--- config.mk ---
export PLATFORM = sky130hd
export DESIGN_NAME = amp_channel_state_sequencer
export DESIGN_NICKNAME = d
export VERILOG_FILES = /design/src/hdl/sync2.v /design/src/hdl/amp_channel_state_sequencer.v
export VERILOG_INCLUDE_DIRS = /design/src /design/src/hdl
export SDC_FILE = /design/constraint.sdc
export NUM_CORES = 1
export LEC_CHECK = 0
export BUFFER_PORTS_ARGS = -buffer_cell sky130_fd_sc_hd__buf_2
export CAP_MARGIN = 20
export CORE_ASPECT_RATIO = 0.5
export CORE_MARGIN = 10
export CORE_UTILIZATION = 40
export CTS_CLUSTER_SIZE = 25
export DETAILED_ROUTE_END_ITERATION = 7
export HOLD_SLACK_MARGIN = 0.15
export PLACE_DENSITY_LB_ADDON = 0.3
export REMOVE_ABC_BUFFERS = 1
export SLEW_MARGIN = 20
export SYNTH_ARGS = -nofsm -noshare
export SYNTH_HDL_FRONTEND = slang
export SYNTH_SLANG_ARGS = --single-unit
--- constraint.sdc ---
create_clock -name clk_in -period 2 [get_ports clk_in]
set_clock_uncertainty 0.2 [all_clocks]
set_input_delay 0.2 -clock clk_in [delete_from_list [all_inputs] [get_ports clk_in]]
set_output_delay 0.2 -clock clk_in [all_outputs]
set_load 0.05 [all_outputs]
--- src/hdl/amp_seq_defs.vh ---
// Constants for the amplifier channel state sequencer.
// Assumes inclusion by bare name from design files under hdl/.
`ifndef AMP_SEQ_DEFS_VH
`define AMP_SEQ_DEFS_VH

// Channel state codes, shared by the command and report fields
`define ST_SHUTDOWN   3'h0
`define ST_DEEP_SLEEP 3'h1
`define ST_LOAD_DIAG  3'h2
`define ST_SLEEP      3'h3
`define ST_HIZ        3'h4
`define ST_PLAY       3'h5
`define ST_FAULT      3'h6
`define ST_RECOVERY   3'h7

// Device level states
`define DEV_SHUTDOWN  2'h0
`define DEV_PORST     2'h1
`define DEV_DEEP      2'h2
`define DEV_RUN       2'h3

// Reset values of configuration
`define CMD_RESET     3'h3
`define NUM_CH        4

`endif

--- src/hdl/sync2.v ---
// Two-flop synchroniser for asynchronous pin levels.
// Assumes a single clock and a synchronous active-low reset.
`timescale 1ns/1ps
`default_nettype none
module sync2 #(
  parameter       W     = 1,
  parameter [0:0] RSTV  = 1'b0
) (
  input  wire         clk_in,
  input  wire         rst_b_in,
  input  wire [W-1:0] d_in,
  output wire [W-1:0] q_out
);
  reg [W-1:0] meta_ff;
  reg [W-1:0] q_ff;

  // First stage feeds only the second
  always @(posedge clk_in) begin
    if (!rst_b_in) begin
      meta_ff <= {W{RSTV}};
      q_ff    <= {W{RSTV}};
    end else begin
      meta_ff <= d_in;
      q_ff    <= meta_ff;
    end
  end

  assign q_out = q_ff;
endmodule
`default_nettype wire

--- src/hdl/amp_channel_state_sequencer.v ---
// Device and per-channel state sequencer for a four channel class-D amplifier.
// Assumes detector flags and host commands arrive as plain levels; pins and
// supply monitors are asynchronous and are synchronised here.
`timescale 1ns/1ps
`default_nettype none
`include "amp_seq_defs.vh"
module amp_channel_state_sequencer (
  input  wire        clk_in,
  input  wire        rst_b_in,
  // Pins and supply monitors (asynchronous)
  input  wire        power_down_n_pin_in,
  input  wire        standby_n_pin_in,
  input  wire        logic_supply_por_ok_in,
  input  wire        logic_supply_uv_in,
  input  wire        battery_uv_in,
  input  wire        power_stage_supply_ov_in,
  input  wire        power_stage_supply_uv_in,
  // Detector events (same clock)
  input  wire [3:0]  overcurrent_shutdown_in,
  input  wire [3:0]  dc_fault_in,
  input  wire [3:0]  load_current_fault_in,
  input  wire [3:0]  rt_diag_fault_in,
  input  wire [3:0]  channel_overtemp_shutdown_in,
  input  wire        overtemp_shutdown_in,
  input  wire        charge_pump_fault_in,
  input  wire        clock_error_in,
  input  wire [3:0]  diag_done_in,
  input  wire [3:0]  diag_fail_in,
  // Host configuration
  input  wire        cfg_write_in,
  input  wire [11:0] cfg_state_cmd_in,
  input  wire        cfg_ch_auto_recovery_in,
  input  wire        cfg_glob_auto_recovery_in,
  input  wire        cfg_power_fault_pin_en_in,
  input  wire        fault_mem_clear_in,
  // Status and controls
  output reg  [11:0] state_report_out,
  output reg  [3:0]  fault_mem_oc_out,
  output reg  [3:0]  fault_mem_dc_out,
  output reg  [3:0]  output_enable_out,
  output reg  [3:0]  diag_enable_out,
  output reg  [3:0]  rt_diag_allowed_out,
  output reg         dsp_enable_out,
  output reg         core_ldo_enable_out,
  output reg         analog_reg_enable_out,
  output reg         i2c_enable_out,
  output reg         regs_reset_out,
  output reg         fault_pin_n_out
);

  // ****************************************
  // Input synchronisation
  // ****************************************
  wire [6:0] raw_async = {power_down_n_pin_in, standby_n_pin_in, logic_supply_por_ok_in,
                          logic_supply_uv_in, battery_uv_in, power_stage_supply_ov_in,
                          power_stage_supply_uv_in};
  wire [6:0] syn;

  sync2 #(
    .W    (7),
    .RSTV (1'b0)
  ) u_sync (
    .clk_in   (clk_in),
    .rst_b_in (rst_b_in),
    .d_in     (raw_async),
    .q_out    (syn)
  );

  wire pwr_dn_n   = syn[6];
  wire standby_n  = syn[5];
  wire por_ok     = syn[4];
  wire logic_uv   = syn[3];
  wire battery_uv = syn[2];
  wire stage_ov   = syn[1];
  wire stage_uv   = syn[0];

  // Supply faults of the battery, power stage and logic supplies, cleared as soon as supply is nominal
  wire power_fault = battery_uv | stage_ov | stage_uv | logic_uv;
  // Global auto-recovery causes affecting every channel
  wire glob_recover = power_fault | clock_error_in
                    | (overtemp_shutdown_in & cfg_glob_auto_recovery_in);
  // Global latching causes
  wire glob_fault = (overtemp_shutdown_in & ~cfg_glob_auto_recovery_in)
                  | charge_pump_fault_in;

  // ****************************************
  // Device level state machine
  // ****************************************
  reg [1:0]  dev_ff;
  reg [1:0]  nxt_dev;

  // Shutdown holds for power-down or lost logic supply; reset pass precedes run
  always @* begin
    nxt_dev = dev_ff;
    if (!pwr_dn_n || !por_ok) begin
      nxt_dev = `DEV_SHUTDOWN;
    end else begin
      case (dev_ff)
        `DEV_SHUTDOWN: begin
          nxt_dev = `DEV_PORST;
        end
        `DEV_PORST: begin
          nxt_dev = standby_n ? `DEV_RUN : `DEV_DEEP;
        end
        `DEV_DEEP: begin
          if (standby_n) begin
            nxt_dev = `DEV_RUN;
          end
        end
        `DEV_RUN: begin
          if (!standby_n) begin
            nxt_dev = `DEV_DEEP;
          end
        end
        default: begin
          nxt_dev = `DEV_SHUTDOWN;
        end
      endcase
    end
  end

  always @(posedge clk_in) begin
    if (!rst_b_in) begin
      dev_ff <= `DEV_SHUTDOWN;
    end else begin
      dev_ff <= nxt_dev;
    end
  end

  // Defaults are restored only in shutdown and on the reset pass, so deep sleep keeps contents
  wire restore = (dev_ff == `DEV_SHUTDOWN) || (dev_ff == `DEV_PORST);
  wire running = (dev_ff == `DEV_RUN);

  // ****************************************
  // Host command register and fault memory
  // ****************************************
  reg [11:0] cmd_ff;
  reg [3:0]  oc_mem_ff;
  reg [3:0]  dc_mem_ff;

  // Command field survives deep sleep; set back to sleep only in shutdown and on reset pass
  always @(posedge clk_in) begin
    if (!rst_b_in || restore) begin
      cmd_ff    <= {`NUM_CH{`CMD_RESET}};
      oc_mem_ff <= 4'h0;
      dc_mem_ff <= 4'h0;
    end else begin
      if (cfg_write_in) begin
        cmd_ff <= cfg_state_cmd_in;
      end
      // Set wins over a simultaneous clear
      oc_mem_ff <= (oc_mem_ff & ~{4{fault_mem_clear_in}}) | overcurrent_shutdown_in;
      dc_mem_ff <= (dc_mem_ff & ~{4{fault_mem_clear_in}}) | dc_fault_in;
    end
  end

  // ****************************************
  // Per channel state machines
  // ****************************************
  reg [11:0] ch_ff;
  reg [11:0] nxt_ch;
  reg [11:0] prev_ff;
  reg [11:0] nxt_prev;
  reg [2:0]  cur;
  reg [2:0]  cmd;
  reg [2:0]  nst;
  reg [2:0]  pv;
  reg        ch_fault;
  reg        ch_rec;
  integer    i;

  always @* begin
    nxt_ch   = ch_ff;
    nxt_prev = prev_ff;
    cur      = 3'h0;
    cmd      = 3'h0;
    nst      = 3'h0;
    pv       = 3'h0;
    ch_fault = 1'b0;
    ch_rec   = 1'b0;
    for (i = 0; i < `NUM_CH; i = i + 1) begin
      cur = ch_ff[3*i +: 3];
      cmd = cmd_ff[3*i +: 3];
      pv  = prev_ff[3*i +: 3];
      nst = cur;
      // Fault causes per channel; detectors report, hardware decides
      ch_fault = overcurrent_shutdown_in[i] | dc_fault_in[i] | load_current_fault_in[i]
               | rt_diag_fault_in[i]
               | (channel_overtemp_shutdown_in[i] & ~cfg_ch_auto_recovery_in)
               | glob_fault;
      ch_rec   = (channel_overtemp_shutdown_in[i] & cfg_ch_auto_recovery_in) | glob_recover;
      // Next device state, so a stage never switches one cycle into standby
      if (nxt_dev == `DEV_SHUTDOWN || nxt_dev == `DEV_PORST) begin
        // Lost logic supply parks channels in sleep; shutdown is device wide
        nst = (!pwr_dn_n) ? `ST_SHUTDOWN : `ST_SLEEP;
      end else if (nxt_dev == `DEV_DEEP) begin
        nst = `ST_DEEP_SLEEP;
      end else begin
        case (cur)
          `ST_SHUTDOWN, `ST_DEEP_SLEEP: begin
            nst = `ST_SLEEP;
          end
          `ST_LOAD_DIAG: begin
            // Diagnostics run without audio clock; pass moves to sleep
            if (diag_fail_in[i]) begin
              nst = `ST_FAULT;
            end else if (diag_done_in[i]) begin
              nst = `ST_SLEEP;
            end
          end
          `ST_SLEEP: begin
            if (cmd == `ST_LOAD_DIAG) begin
              nst = `ST_LOAD_DIAG;
            end else if ((cmd == `ST_HIZ || cmd == `ST_PLAY) && !clock_error_in) begin
              nst = `ST_HIZ;
            end
          end
          `ST_HIZ, `ST_PLAY: begin
            if (ch_fault) begin
              nst = `ST_FAULT;
            end else if (ch_rec) begin
              nst = `ST_RECOVERY;
              nxt_prev[3*i +: 3] = cur;
            end else if (cmd == `ST_SLEEP || cmd == `ST_LOAD_DIAG) begin
              nst = `ST_SLEEP;
            end else if (cur == `ST_HIZ && cmd == `ST_PLAY) begin
              nst = `ST_PLAY;
            end else if (cur == `ST_PLAY && cmd == `ST_HIZ) begin
              nst = `ST_HIZ;
            end
          end
          `ST_FAULT: begin
            // Latched; host leaves it only by asking for sleep
            if (cmd == `ST_SLEEP && !ch_fault) begin
              nst = `ST_SLEEP;
            end
          end
          `ST_RECOVERY: begin
            if (ch_fault) begin
              nst = `ST_FAULT;
            end else if (!ch_rec) begin
              nst = (pv == `ST_HIZ) ? `ST_HIZ : `ST_PLAY;
            end
          end
          default: begin
            nst = `ST_SLEEP;
          end
        endcase
      end
      nxt_ch[3*i +: 3] = nst;
    end
  end

  always @(posedge clk_in) begin
    if (!rst_b_in) begin
      ch_ff   <= {`NUM_CH{`ST_SHUTDOWN}};
      prev_ff <= {`NUM_CH{`ST_PLAY}};
    end else begin
      ch_ff   <= nxt_ch;
      prev_ff <= nxt_prev;
    end
  end

  // ****************************************
  // Output controls, all registered
  // ****************************************
  reg [3:0] nxt_oe;
  reg [3:0] nxt_diag;
  reg [3:0] nxt_rt;
  reg       nxt_dsp;
  integer   k;

  // Output stage only in play; everything else high impedance
  always @* begin
    nxt_oe   = 4'h0;
    nxt_diag = 4'h0;
    nxt_rt   = 4'h0;
    nxt_dsp  = 1'b0;
    for (k = 0; k < `NUM_CH; k = k + 1) begin
      nxt_oe[k]   = (nxt_ch[3*k +: 3] == `ST_PLAY);
      nxt_diag[k] = (nxt_ch[3*k +: 3] == `ST_LOAD_DIAG);
      nxt_rt[k]   = (nxt_ch[3*k +: 3] == `ST_PLAY);
      if (nxt_ch[3*k +: 3] == `ST_HIZ || nxt_ch[3*k +: 3] == `ST_PLAY) begin
        nxt_dsp = 1'b1;
      end
    end
    // DSP stays off whenever the logic supply sags
    if (logic_uv || nxt_dev != `DEV_RUN) begin
      nxt_dsp = 1'b0;
    end
  end

  // Fault pin, in run only: power faults when enabled; fault memories and overtemperature always; charge pump, clock, load and realtime never
  wire pin_fault = (|oc_mem_ff) | (|dc_mem_ff) | overtemp_shutdown_in
                 | (|channel_overtemp_shutdown_in)
                 | (power_fault & cfg_power_fault_pin_en_in);

  always @(posedge clk_in) begin
    if (!rst_b_in) begin
      state_report_out      <= {`NUM_CH{`ST_SHUTDOWN}};
      fault_mem_oc_out      <= 4'h0;
      fault_mem_dc_out      <= 4'h0;
      output_enable_out     <= 4'h0;
      diag_enable_out       <= 4'h0;
      rt_diag_allowed_out   <= 4'h0;
      dsp_enable_out        <= 1'b0;
      core_ldo_enable_out   <= 1'b0;
      analog_reg_enable_out <= 1'b0;
      i2c_enable_out        <= 1'b0;
      regs_reset_out        <= 1'b1;
      fault_pin_n_out       <= 1'b1;
    end else begin
      state_report_out      <= nxt_ch;
      fault_mem_oc_out      <= oc_mem_ff;
      fault_mem_dc_out      <= dc_mem_ff;
      output_enable_out     <= nxt_oe;
      diag_enable_out       <= nxt_diag;
      rt_diag_allowed_out   <= nxt_rt;
      dsp_enable_out        <= nxt_dsp;
      // Core regulator lives outside shutdown; control interface only in run and deep sleep
      core_ldo_enable_out   <= (nxt_dev != `DEV_SHUTDOWN);
      analog_reg_enable_out <= (nxt_dev == `DEV_RUN);
      i2c_enable_out        <= (nxt_dev == `DEV_RUN) || (nxt_dev == `DEV_DEEP);
      regs_reset_out        <= (nxt_dev == `DEV_SHUTDOWN) || (nxt_dev == `DEV_PORST);
      fault_pin_n_out       <= ~(pin_fault & running);
    end
  end

endmodule
`default_nettype wire

==> out/metrics.cfg <==
[logic_synthesis]
postSynth.topFlopCell=sky130_fd_sc_hd__dfxtp_1
ys_top_cells_by_count=sky130_fd_sc_hd__dfxtp_1, sky130_fd_sc_hd__nand2_1, sky130_fd_sc_hd__nor2_1
yosysTopAreaCell=sky130_fd_sc_hd__dfxtp_1
synth-edff-count=0
ys_top_cells_by_area=sky130_fd_sc_hd__dfxtp_1, sky130_fd_sc_hd__and2_1, sky130_fd_sc_hd__nand2_1, sky130_fd_sc_hd__mux2i_1, sky130_fd_sc_hd__a21oi_1
async_reset_ff_share_pct=0
synth.yosys.warnings=0
synth_area_mm2=0.00360
post_synth_inst_count=392
synth_top_cell_area_share_pct=45.6
synth.distinct_cells=64
synthMostInstantiatedCell=sky130_fd_sc_hd__dfxtp_1
synthesis.area_per_instance_um2=9.19
yosysSeqAreaShare_pct=45.6
postSynthRegisterBits=82

[timing]
clock.fmax_mhz=495
layout_min_cycle_time_ns=2.02
grt_setup_unrepaired=true
finalHoldViolCount=0
timing.slew.headroom_pct=59.8
post-route-worst-setup-slack_ns=-0.0201
finalMaxSlewViolations=0
setup_violations=1
worst_slew_pin_slew_ns=0.601
min_period_over_period_pct=101

[run_status]
status=finished with violations
violations=setup timing

[pwr]
worst_vdd_drop_v=0.000474
power.static_leakage_nw=2.33
power.density_cell_area_mw_per_mm2=684

[place]
dp_hpwl_um=8010
place_congestion=0.921
pre_cts_slack_ns=-0.434
buffer_ports.inserted=94
place_area_mm2=0.00444

[floorplanning]
floorplan.io_pins=95
design.die.area_mm2=0.0134
num_rows=24
core_area_mm2=0.00874
die_h_um=87.1
die_width_um=154
start_util_pct=41.2

[cells_and_area]
layout.area.seq_mm2=0.00165
finish.instance_area_mm2=0.00543
fillCellCount=728
multi_input_area_mm2=0.00193
antenna-diode-count=0
final_nets=629
drive_gt1_share_pct=36.0
area_added_between_synthesis_and_finish_pct=50.6

[global_route]
grt_max_degree=26
aggregate_global_route_resource_usage_pct=16.8
grt_pass1_wl_um=18000
grt_pass1_vias=3600
globalRoute.totalOverflow=0
grt_antenna_before_repair=0

[routing]
vias=3651
wl_per_cell_um=16.9
route.detailed.vias_per_inst=5.26
dr.pass1.iters=5
ant_nets=0
drt_drc_violations_left=0
drt_wl_total_um=11800
detail_route.iter0.violations=277

[clock_network]
tritoncts_num_sinks=82
numCtsBuffers=9
clock_tree.htree_level_count=3
clkLatencyLatePin_ns=0.35
clkTransAtPathRegs_ns=0.07
cts-root-to-sink-buffers=2
clock_tree.root_cell=sky130_fd_sc_hd__clkbuf_16
clock_tree_from_tritoncts=done

[worst_setup_path]
timing.setup.critical_path_class=flip-flop to flip-flop
endpoint_kind=flip-flop
worst_path_largest_cell_delay_ns=0.33
crit_arrival_ns=2.11
cp_slowest_cell=sky130_fd_sc_hd__dfxtp_2
crit_chain=nor4_2 > buf_4 > and2_4 > buf_6 > nand3_4 > o311a_1 > o21ai_2 > o2111a_1
worst_setup_path_start_kind=flip-flop
critPathRequiredTime_ns=2.09
timing.critical_path.fanout_max=4

[job]
drv_cap=0

[min_path]
hold_path_class=input pin to flip-flop

==> metrics by stage <==
step | power (mW) | utilization (%) | setup TNS, ns | hold slack (ns) | instances
5_1_grt | 3.85 | 62.1 | -0.795 | 0.230 | 694
4_1_cts | 3.71 | 60.2 | -0.0541 | 0.164 | 689
6_report | 3.71 | 62.1 | -0.0201 | 0.189 | 694
3_3_place_gp | 1.97 | 50.8 | -5.56 | 0.209 | 625
3_5_place_dp | 1.97 | 50.8 | -6.06 | 0.212 | 625
2_1_floorplan | 1.81 | - | -0.772 | 0.0619 | 372
==> power by group <==
group / internal [mW] / switching, mW / leakage (nW)
logic: 0.196 / 0.174 / 1.52
registers: 1.65 / 0.0162 / 0.665
clock network: 0.889 / 0.782 / 0.149
total: 2.74 / 0.972 / 2.33
==> layout by cell type (no fill, tap or decap), drive strengths merged, types with 2 or more instances in the layout <==
cell	count
a2111oi	5
a211oi	2
a21oi	24
a31o	3
and2	28
and2b	2
and3	9
buf	140
clkbuf	10
clkinv	3
dfxtp	82
dlygate4sd3	48
inv	24
mux2	2
mux2i	13
nand2	39
nand2b	3
nand3	10
nand3b	6
nand4	4
nor2	29
nor2b	6
nor3	6
nor3b	5
nor4	5
nor4bb	2
o2111ai	4
o211a	2
o211ai	8
o21a	3
o21ai	14
o311a	4
o311ai	4
o31ai	2
or3b	3
or4	5
==> path summary, 6_finish.rpt <==
path	startpoint	to	slack, ns	cells past startpoint
worst max register to register	u_sync.q_out[3]	diag_enable_out[3]	-0.02	8
worst min register to register	u_sync.meta_ff[0]	u_sync.q_out[0]	0.23	1
worst min-delay path	channel_overtemp_shutdown_in[0]	fault_pin_n_out	0.19	5
worst max-delay path	u_sync.q_out[3]	diag_enable_out[3]	-0.02	8
==> timing repair <==
action	in CTS	in global routing
endpoints found under the setup margin	9	17
gates resized for setup	11	28
endpoints found under the hold margin	48	0
cloned	0	0
pin swaps	5	17
setup buffers	1	6
hold buffers	48	0
==> cells by family (layout without fill, tap and decap cells) <==
group | count (synthesis) | count (layout) | synth area share [%]
flip-flops | 82 | 82 | 45.6
buffers and inverters | 40 | 225 | 5.00
AO/OA/AOI/OAI | 90 | 90 | 20.1
multiplexers | 15 | 15 | 4.24
AND/OR/NAND/NOR | 165 | 165 | 25.1
==> sequential cells by signal, summed over array words and instances (netlist names) <==
| name | count |
|---|---|
| oc_mem_ff | 4 |
| u_sync.meta_ff | 7 |
| prev_ff | 12 |
| regs_reset_out | 1 |
| fault_mem_oc_out | 4 |
| i2c_enable_out | 1 |
| dc_mem_ff | 4 |
| state_report_out | 12 |
| u_sync.q_out | 7 |
| dev_ff | 2 |
| diag_enable_out | 4 |
| analog_reg_enable_out | 1 |
| dsp_enable_out | 1 |
| cmd_ff | 12 |
| fault_mem_dc_out | 4 |
| fault_pin_n_out | 1 |
| rt_diag_allowed_out | 4 |
| core_ldo_enable_out | 1 |
==> metal layers <==
metal	vias to the layer above	global-route usage [%]	share of wire, %
met5	-	0	0
met4	0	7.84	2.6
met3	30	5.03	7.7
met2	139	25.5	44
met1	1714	21.5	46
li1	1768	-	-
==> critical path, delay by kind of cell, from the launching register on <==
family          cells  cell delay [ns]
compound gates      3             0.65
buf+inv             2             0.29
flops               1             0.33
simple gates        3             0.47
==> final cells by class <==
cell class                      count  share of cell area [%]
Multi-Input combinational cell    270                    35.5
Sequential cell                    82                    30.3
Tap cell                          117                    2.70
Inverter                           20                    1.38
Timing Repair Buffer              189                    24.5
Clock inverter                      7                    1.41
Clock buffer                        9                    4.15
Power figures use the tool's default switching activity.
